--- config.mk ---
export PLATFORM = sky130hd
export DESIGN_NAME = bbm_mode_ctrl
export DESIGN_NICKNAME = d
export VERILOG_FILES = /design/src/core/bbm_pkg.sv /design/src/core/bbm_mode_ctrl.sv /design/src/core/bbm_sync.sv
export SDC_FILE = /design/constraint.sdc
export NUM_CORES = 1
export LEC_CHECK = 0
export BUFFER_PORTS_ARGS = -buffer_cell sky130_fd_sc_hd__buf_2
export CELL_PAD_IN_SITES_DETAIL_PLACEMENT = 2
export CELL_PAD_IN_SITES_GLOBAL_PLACEMENT = 2
export CORE_MARGIN = 2
export CORE_UTILIZATION = 35
export CTS_CLUSTER_SIZE = 20
export DETAILED_ROUTE_END_ITERATION = 6
export GPL_TIMING_DRIVEN = 0
export PLACE_DENSITY = 0.86
export SLEW_MARGIN = 10
export SYNTH_ARGS = -nofsm -noshare
export SYNTH_HDL_FRONTEND = slang
export SYNTH_HIERARCHICAL = 1
export SYNTH_SLANG_ARGS = --single-unit
export TNS_END_PERCENT = 100
--- constraint.sdc ---
create_clock -name clock_i -period 3.4 [get_ports clock_i]
set_input_delay 0.34 -clock clock_i [delete_from_list [all_inputs] [get_ports clock_i]]
set_output_delay 0.34 -clock clock_i [all_outputs]
set_load 0.005 [all_outputs]
--- src/core/bbm_pkg.sv ---
// Package for the battery backup mode control block: modes, carriers, constants.
package bbm_pkg;

  // Mode codes built from {backup_bus_inhibit, switchover_select}
  localparam logic [1:0] BBM_MODE_A = 2'h0;
  localparam logic [1:0] BBM_MODE_B = 2'h1;
  localparam logic [1:0] BBM_MODE_C = 2'h2;
  localparam logic [1:0] BBM_MODE_D = 2'h3;

  // Power-up defaults: legacy switchover, bus allowed in backup (mode B)
  localparam logic       BBM_RST_INHIBIT = 1'h0;
  localparam logic       BBM_RST_SWSEL   = 1'h1;

  // Synchroniser depth
  localparam int         BBM_SYNC_STAGES = 2;

  // Supply comparator levels, as delivered by the analog monitors
  typedef struct packed {
    logic vdd_below_trip;   // Main supply under trip_threshold
    logic vdd_below_bat;    // Main supply under backup supply
    logic vdd_below_reset;  // Main supply under low_supply_reset_level
    logic bat_above_reset;  // Backup supply above low_supply_reset_level
  } bbm_cmp_t;

  // Enables handed to the rest of the chip
  typedef struct packed {
    logic on_backup;        // Core powered from backup input
    logic bus_enable;       // Two-wire serial bus may respond
    logic mem_enable;       // Nonvolatile memory read/write allowed
    logic irq_enable;       // interrupt_frequency_output allowed
    logic alarm_enable;     // Alarm generation allowed
    logic low_voltage_reset;// Main supply under reset level
  } bbm_en_t;

  localparam int BBM_CMP_W = $bits(bbm_cmp_t);

endpackage

--- src/core/bbm_mode_ctrl.sv ---
// Battery backup mode control: switchover decision and backup-time enables.
`timescale 1ns/1ps
module bbm_mode_ctrl
  import bbm_pkg::*;
(
  input  wire logic     clock_i,
  input  wire logic     resetn_i,
  input  wire logic     cfg_write_i,
  input  wire logic     backup_bus_inhibit_i,
  input  wire logic     switchover_select_i,
  input  wire bbm_cmp_t cmp_i,
  output logic          backup_bus_inhibit_o,
  output logic          switchover_select_o,
  output bbm_en_t       en_o
);

  typedef enum logic [1:0] {
    BBM_ST_MAIN   = 2'b01,
    BBM_ST_BACKUP = 2'b10
  } bbm_state_t;

  logic       inhibit_ff;
  logic       swsel_ff;
  bbm_state_t state_ff;
  bbm_state_t nxt_state;
  bbm_cmp_t   cmp_s;
  bbm_en_t    en_ff;
  bbm_en_t    nxt_en;
  logic [1:0] mode;

  // Switchover condition for a mode; legacy hands over as soon as main drops under backup
  function automatic logic bbm_go_backup(input logic sw, input bbm_cmp_t c);
    if (sw) begin
      bbm_go_backup = c.vdd_below_bat;
    end else begin
      bbm_go_backup = c.vdd_below_trip;
    end
  endfunction

  // Comparators are asynchronous to our clock
  bbm_sync #(
    .W (BBM_CMP_W)
  ) u_sync (
    .clock_i  (clock_i),
    .resetn_i (resetn_i),
    .async_i  (cmp_i),
    .sync_o   (cmp_s)
  );

  // Mode bits; reset lands in legacy mode B so alarms work out of the box
  always_ff @(posedge clock_i or negedge resetn_i) begin
    if (!resetn_i) begin
      inhibit_ff <= BBM_RST_INHIBIT;
      swsel_ff   <= BBM_RST_SWSEL;
    end else if (cfg_write_i) begin
      inhibit_ff <= backup_bus_inhibit_i;
      swsel_ff   <= switchover_select_i;
    end
  end

  assign mode = {inhibit_ff, swsel_ff};

  // Supply source state
  always_comb begin
    nxt_state = state_ff;
    case (state_ff)
      BBM_ST_MAIN: begin
        if (bbm_go_backup(swsel_ff, cmp_s)) begin
          nxt_state = BBM_ST_BACKUP;
        end
      end
      BBM_ST_BACKUP: begin
        if (!bbm_go_backup(swsel_ff, cmp_s)) begin
          nxt_state = BBM_ST_MAIN;
        end
      end
      default: nxt_state = BBM_ST_MAIN;
    endcase
  end

  always_ff @(posedge clock_i or negedge resetn_i) begin
    if (!resetn_i) begin
      state_ff <= BBM_ST_MAIN;
    end else begin
      state_ff <= nxt_state;
    end
  end

  // Enables from the next state so they track the source with no extra lag
  always_comb begin
    logic bk;
    bk     = (nxt_state == BBM_ST_BACKUP);
    nxt_en = '0;
    nxt_en.on_backup         = bk;
    nxt_en.low_voltage_reset = cmp_s.vdd_below_reset;
    case (mode)
      BBM_MODE_A: begin
        // Standard: only timekeeping survives in backup
        nxt_en.bus_enable   = !bk;
        nxt_en.mem_enable   = !bk;
        nxt_en.irq_enable   = !bk;
        nxt_en.alarm_enable = !bk;
      end
      BBM_MODE_B: begin
        nxt_en.bus_enable   = !bk || cmp_s.bat_above_reset;
        nxt_en.mem_enable   = 1'b1;
        nxt_en.irq_enable   = 1'b1;
        nxt_en.alarm_enable = 1'b1;
      end
      BBM_MODE_C: begin
        // Interrupt output and alarms kept; standard trip switchover otherwise
        nxt_en.bus_enable   = !bk;
        nxt_en.mem_enable   = !bk;
        nxt_en.irq_enable   = 1'b1;
        nxt_en.alarm_enable = 1'b1;
      end
      BBM_MODE_D: begin
        // Bus only while main supply above both backup and reset levels
        nxt_en.bus_enable   = !bk && !cmp_s.vdd_below_bat;
        nxt_en.mem_enable   = !bk;
        nxt_en.irq_enable   = 1'b1;
        nxt_en.alarm_enable = 1'b1;
      end
      default: nxt_en = '0;
    endcase
    // Reset level wins over every mode, even where bus-in-backup is set
    if (cmp_s.vdd_below_reset) begin
      nxt_en.bus_enable = 1'b0;
    end
  end

  // Registered outputs
  always_ff @(posedge clock_i or negedge resetn_i) begin
    if (!resetn_i) begin
      en_ff <= '0;
    end else begin
      en_ff <= nxt_en;
    end
  end

  always_ff @(posedge clock_i or negedge resetn_i) begin
    if (!resetn_i) begin
      backup_bus_inhibit_o <= BBM_RST_INHIBIT;
      switchover_select_o  <= BBM_RST_SWSEL;
    end else begin
      backup_bus_inhibit_o <= inhibit_ff;
      switchover_select_o  <= swsel_ff;
    end
  end

  assign en_o = en_ff;

endmodule

--- src/core/bbm_sync.sv ---
// Two-stage level synchroniser for a vector of comparator levels.
`timescale 1ns/1ps
module bbm_sync
  import bbm_pkg::*;
#(
  parameter int W = 1
) (
  input  wire logic         clock_i,
  input  wire logic         resetn_i,
  input  wire logic [W-1:0] async_i,
  output logic      [W-1:0] sync_o
);

  logic [W-1:0] meta_ff;
  logic [W-1:0] sync_ff;

  // First stage feeds only the second stage
  always_ff @(posedge clock_i or negedge resetn_i) begin
    if (!resetn_i) begin
      meta_ff <= '0;
      sync_ff <= '0;
    end else begin
      meta_ff <= async_i;
      sync_ff <= meta_ff;
    end
  end

  assign sync_o = sync_ff;

endmodule

# Yosys cells after proc, flatten, opt, wreduce, memory -nomap -nowiden
# Index checks and enable logic that the tools add are counted.
[word_totals] register_bits=20 inputBits=9 out_inout_bits=8 wordCells=32
[op_classes] eq_ne=6 muxes=8 n_reduce_logical=5
[op_table] op="$pmux 4 s4" n=1
[op_table] op="$eq 2x2->1 const B" n=4
[op_table] op="$eq 2x1->1 const B" n=2
[op_table] op="$mux 1" n=4
[op_table] op="$mux 2" n=2
[op_table] op="$pmux 2 s2" n=1
[op_table] op="$logic_not 1->1" n=2
[op_table] op="$logic_not 2->1" n=1
[op_table] op="$logic_and 1x1->1" n=1
[op_table] op="$logic_or 1x1->1" n=1

# Logic depth before layout (Yosys ltp)
[logic_depth] ltp_word=9 mapped_depth=6

# By module
# The synthesis kept the hierarchy.
[modules_own_cells] module="bbm_mode_ctrl" n_inst=1 cells_each=41 area_each_um2=474.2
[modules_own_cells] module="bbm_sync" n_inst=1 cells_each=8 area_each_um2=200.2

# Least setup slack after synthesis
# No wires, ideal clock.
[synth_path] kind="reg2reg" start="register state_ff[0]" end="register en_ff, in the netlist en_o[4]" t_arrival_ns=1.436 required_time_ns=3.268 setup_slack_ns=1.832 path_stages_with_launch=7 period_less_slack_ns=1.568 cell_sequence="dfstp_2 inv_1 ha_1 nand4bb_1 o41a_1 a221oi_2 a311oi_1"
[synth_rtl] element="start: declaration" line="bbm_mode_ctrl.sv:24" text="bbm_state_t state_ff;"
[synth_rtl] element="start signal: assignment" line="bbm_mode_ctrl.sv:85" text="state_ff <= nxt_state;"
[synth_rtl] element="end signal: assignment" line="bbm_mode_ctrl.sv:137" text="en_ff <= nxt_en;"
[synth_rtl] element="end: declaration" line="bbm_mode_ctrl.sv:27" text="bbm_en_t en_ff;"

==> load_flow_metrics.sql <==
INSERT INTO impl_metrics (metric_group, metric, value, unit) VALUES
('placed_design', 'buffers_added_on_ports', '16', ''),
('layout', 'final_layout_size_suffix_gt1_share', '35.7', '%'),
('placed_design', 'place_hpwl', '1.06', 'mm'),
('synthesis', 'postSynthAreaPerCell', '13.8', 'um2'),
('floorplan', 'io_pins', '17', ''),
('pwr', 'ir_drop', '0.368', 'mV'),
('critical_path', 'worst_ep_arrival_time', '1.91', 'ns'),
('timing', 'clock.fmax', '571', 'MHz'),
('timing', 'slew_violations', '0', ''),
('worst_hold_path', 'worst_hold_path_type', 'primary input to flop', ''),
('route', 'routed-via-count', '443', ''),
('critical_path', 'max_stage_delay', '0.61', 'ns'),
('layout', 'final_nets', '82', ''),
('timing', 'post-route-min-period', '1.75', 'ns'),
('pwr', 'p_leak', '0.379', 'nW'),
('clock_tree', 'cts_tree', 'done', ''),
('clock_tree', 'post_cts_sizing_count', '0', ''),
('layout', 'areaGrowthSynthToFinish', '21.9', '%'),
('clock_tree', 'ctsHoldBuffers', '1', ''),
('clock_tree', 'cts-root-to-sink-buffers', '2', ''),
('route', 'drc_errors', '0', ''),
('timing', 'timing.clock.skew', '0.00194', 'ns'),
('route', 'drt.antenna.violating_nets', '0', ''),
('layout', 'fill_cells', '207', ''),
('critical_path', 'path_cells', 'inv_1 -> ha_1 -> nand4bb_1 -> o41a_1 -> a221oi_2 -> a311oi_1', ''),
('clock_tree', 'path_clk_slew', '0.10', 'ns'),
('route', 'wl_per_cell', '13.8', 'um'),
('run_status', 'result_of_the_run', 'complete, no violations', ''),
('layout', 'multi_input_comb_area', '165', 'um2'),
('critical_path', 'cp.required', '3.56', 'ns'),
('synthesis', 'synthesis.instances', '49', ''),
('route', 'via_per_inst', '4.66', ''),
('route', 'finalWirelength', '1.31', 'mm'),
('floorplan', 'chipWidth', '47.9', 'um'),
('layout', 'layout.core_utilization', '46.6', '%'),
('critical_path', 'critical_path.slowest_cell', 'sky130_fd_sc_hd__dfstp_2', ''),
('pwr', 'switching_power', '0.186', 'mW'),
('synthesis', 'ffs_latches_synth', '19', ''),
('layout', 'seq_area', '479', 'um2'),
('route', 'detail_route.first_pass.iterations', '2', ''),
('placed_design', 'placedCellCount', '90', ''),
('clock_tree', 'cts-root-buf', 'sky130_fd_sc_hd__clkbuf_4', ''),
('pwr', 'combinationalPowerShare', '29.8', '%'),
('floorplan', 'core-area', '1760', 'um2'),
('grt', 'grt_antenna_before_repair', '0', ''),
('pwr', 'p_seq_share', '51.7', '%'),
('timing', 'tightestPinTransition', '0.483', 'ns'),
('timing', 'fin_hold_viols', '0', ''),
('pwr', 'clock_power_share', '18.5', '%'),
('grt', 'grt_first_pass_wirelength', '2.33', 'mm'),
('layout', 'layoutNonFillerInstCount', '95', ''),
('clock_tree', 'cts_setup_buffers', '0', ''),
('timing', 'rsz0062_at_grt', 'false', ''),
('flow_run', 'max_cap_violations', '0', ''),
('layout', 'antenna_cells', '0', ''),
('timing', 'max_slew_margin', '66.9', '%'),
('critical_path', 'critPathLaunchType', 'flop', ''),
('timing', 'layout_worst_path_cycle_share', '51.5', '%'),
('pwr', 'power.switching_fraction', '32.4', '%'),
('timing', 'totalNegativeSetupSlack', '0', 'ns'),
('grt', 'grt-ovfl-total', '0', ''),
('clock_tree', 'tritoncts_num_sinks', '19', ''),
('floorplan', 'floorplan.initialDensity', '38.2', '%'),
('clock_tree', 'htreeDepth', '1', ''),
('synthesis', 'synth_seq_area_share', '71.1', '%'),
('clock_tree', 'numCtsBuffers', '3', ''),
('grt', 'pin_count_of_the_biggest_net_entering_global_routing', '20', ''),
('critical_path', 'criticalPathCategory', 'flop to flop', ''),
('route', 'detail_route.iter0.violations', '1', ''),
('critical_path', 'crit_family', 'flip-flops', ''),
('placed_design', 'place_congestion', '0.667', '');
## per-stage QoR
stage / worst slack (ns) / power (mW) / area [um2] / hold slack, ns
6_report: 1.65 / 0.573 / 822 / 0.158
5_1_grt: 1.53 / 0.622 / 822 / 0.134
4_1_cts: 1.63 / 0.586 / 822 / 0.147
3_5_place_dp: 1.64 / 0.475 / 786 / 0.295
3_3_place_gp: 1.75 / 0.455 / 786 / 0.282
2_1_floorplan: 1.83 / 0.407 / 674 / 0.0444
## cells in the mapped netlist, drive strengths merged
cell type | n | area, um2
a211o | 1 | 8.76
inv | 6 | 22.5
ha | 2 | 25.0
dfrtp | 16 | 400
mux2i | 1 | 10.0
nand4bb | 1 | 11.3
and2 | 1 | 6.26
a221oi | 1 | 15.0
o41a | 1 | 11.3
dfstp | 3 | 78.8
a21oi | 2 | 13.8
o21ai | 5 | 25.0
buf | 1 | 7.51
nand2 | 3 | 11.3
a31oi | 1 | 6.26
nor2 | 2 | 7.51
nand3 | 1 | 5.00
a311oi | 1 | 8.76
## registers in the layout, summed over array words and instances (netlist names)
| name | flops |
|---|---|
| en_o | 5 |
| backup_bus_inhibit_o | 1 |
| switchover_select_o | 1 |
| swsel_ff | 1 |
| u_sync/sync_o | 4 |
| inhibit_ff | 1 |
| u_sync/meta_ff | 4 |
| state_ff | 2 |
## power groups by stage
stage,Clock (mW),Combinational [mW],Sequential (mW)
2_1_floorplan,0,0.111,0.296
4_1_cts,0.112,0.177,0.297
3_3_place_gp,0,0.159,0.296
6_report,0.106,0.171,0.297
5_1_grt,0.122,0.198,0.302
3_5_place_dp,0,0.174,0.302
## logic make-up (layout without fill, tap and decap cells)
family                     Yosys count  after routing  synth area share, %
AOI/OAI and AO/OA                   12             12                 13.2
adders and majority gates            2              2                 3.71
muxes                                1              1                 1.48
buffers and inverters                7             28                 4.45
DFF                                 19             19                 71.1
and+or+nand+nor                      8              8                 6.12
## area by class of cell
class | count | area share (%)
Sequential cell | 19 | 58.3
Multi-Input combinational cell | 23 | 20.1
Timing Repair Buffer | 17 | 11.0
Tap cell | 25 | 3.81
Clock buffer | 4 | 3.20
Inverter | 6 | 2.74
Buffer | 1 | 0.913
## cell usage in the layout, fill, tap and decap left out, types with 2 or more instances in the layout
master	n
sky130_fd_sc_hd__dfrtp_1	16
sky130_fd_sc_hd__inv_1	6
sky130_fd_sc_hd__clkbuf_4	3
sky130_fd_sc_hd__o21ai_0	5
sky130_fd_sc_hd__nor2_1	2
sky130_fd_sc_hd__ha_1	2
sky130_fd_sc_hd__dfstp_2	3
sky130_fd_sc_hd__buf_2	16
sky130_fd_sc_hd__nand2_1	3
## layer usage
layer | share of wire, % | up-vias | track usage, %
met5 | 0 | - | 0
li1 | - | 208 | -
met2 | 56 | 8 | 26.7
met3 | 2.5 | 0 | 3.40
met1 | 42 | 227 | 18.8
met4 | 0 | 0 | 1.62
## worst paths after layout
kind	slack, ns	startpoint	to	depth (start not counted)
max	1.65	state_ff[0]	en_o[4]	6
min	0.16	cmp_i[1]	u_sync/meta_ff[1]	1
min in group asynchronous	0.51	resetn_i	u_sync/meta_ff[1]	2
max in group asynchronous	2.56	resetn_i	state_ff[0]	2
max reg2reg	1.65	state_ff[0]	en_o[4]	6
min reg2reg	0.36	u_sync/meta_ff[1]	u_sync/sync_o[1]	0
(Power assumes the default switching activity.)
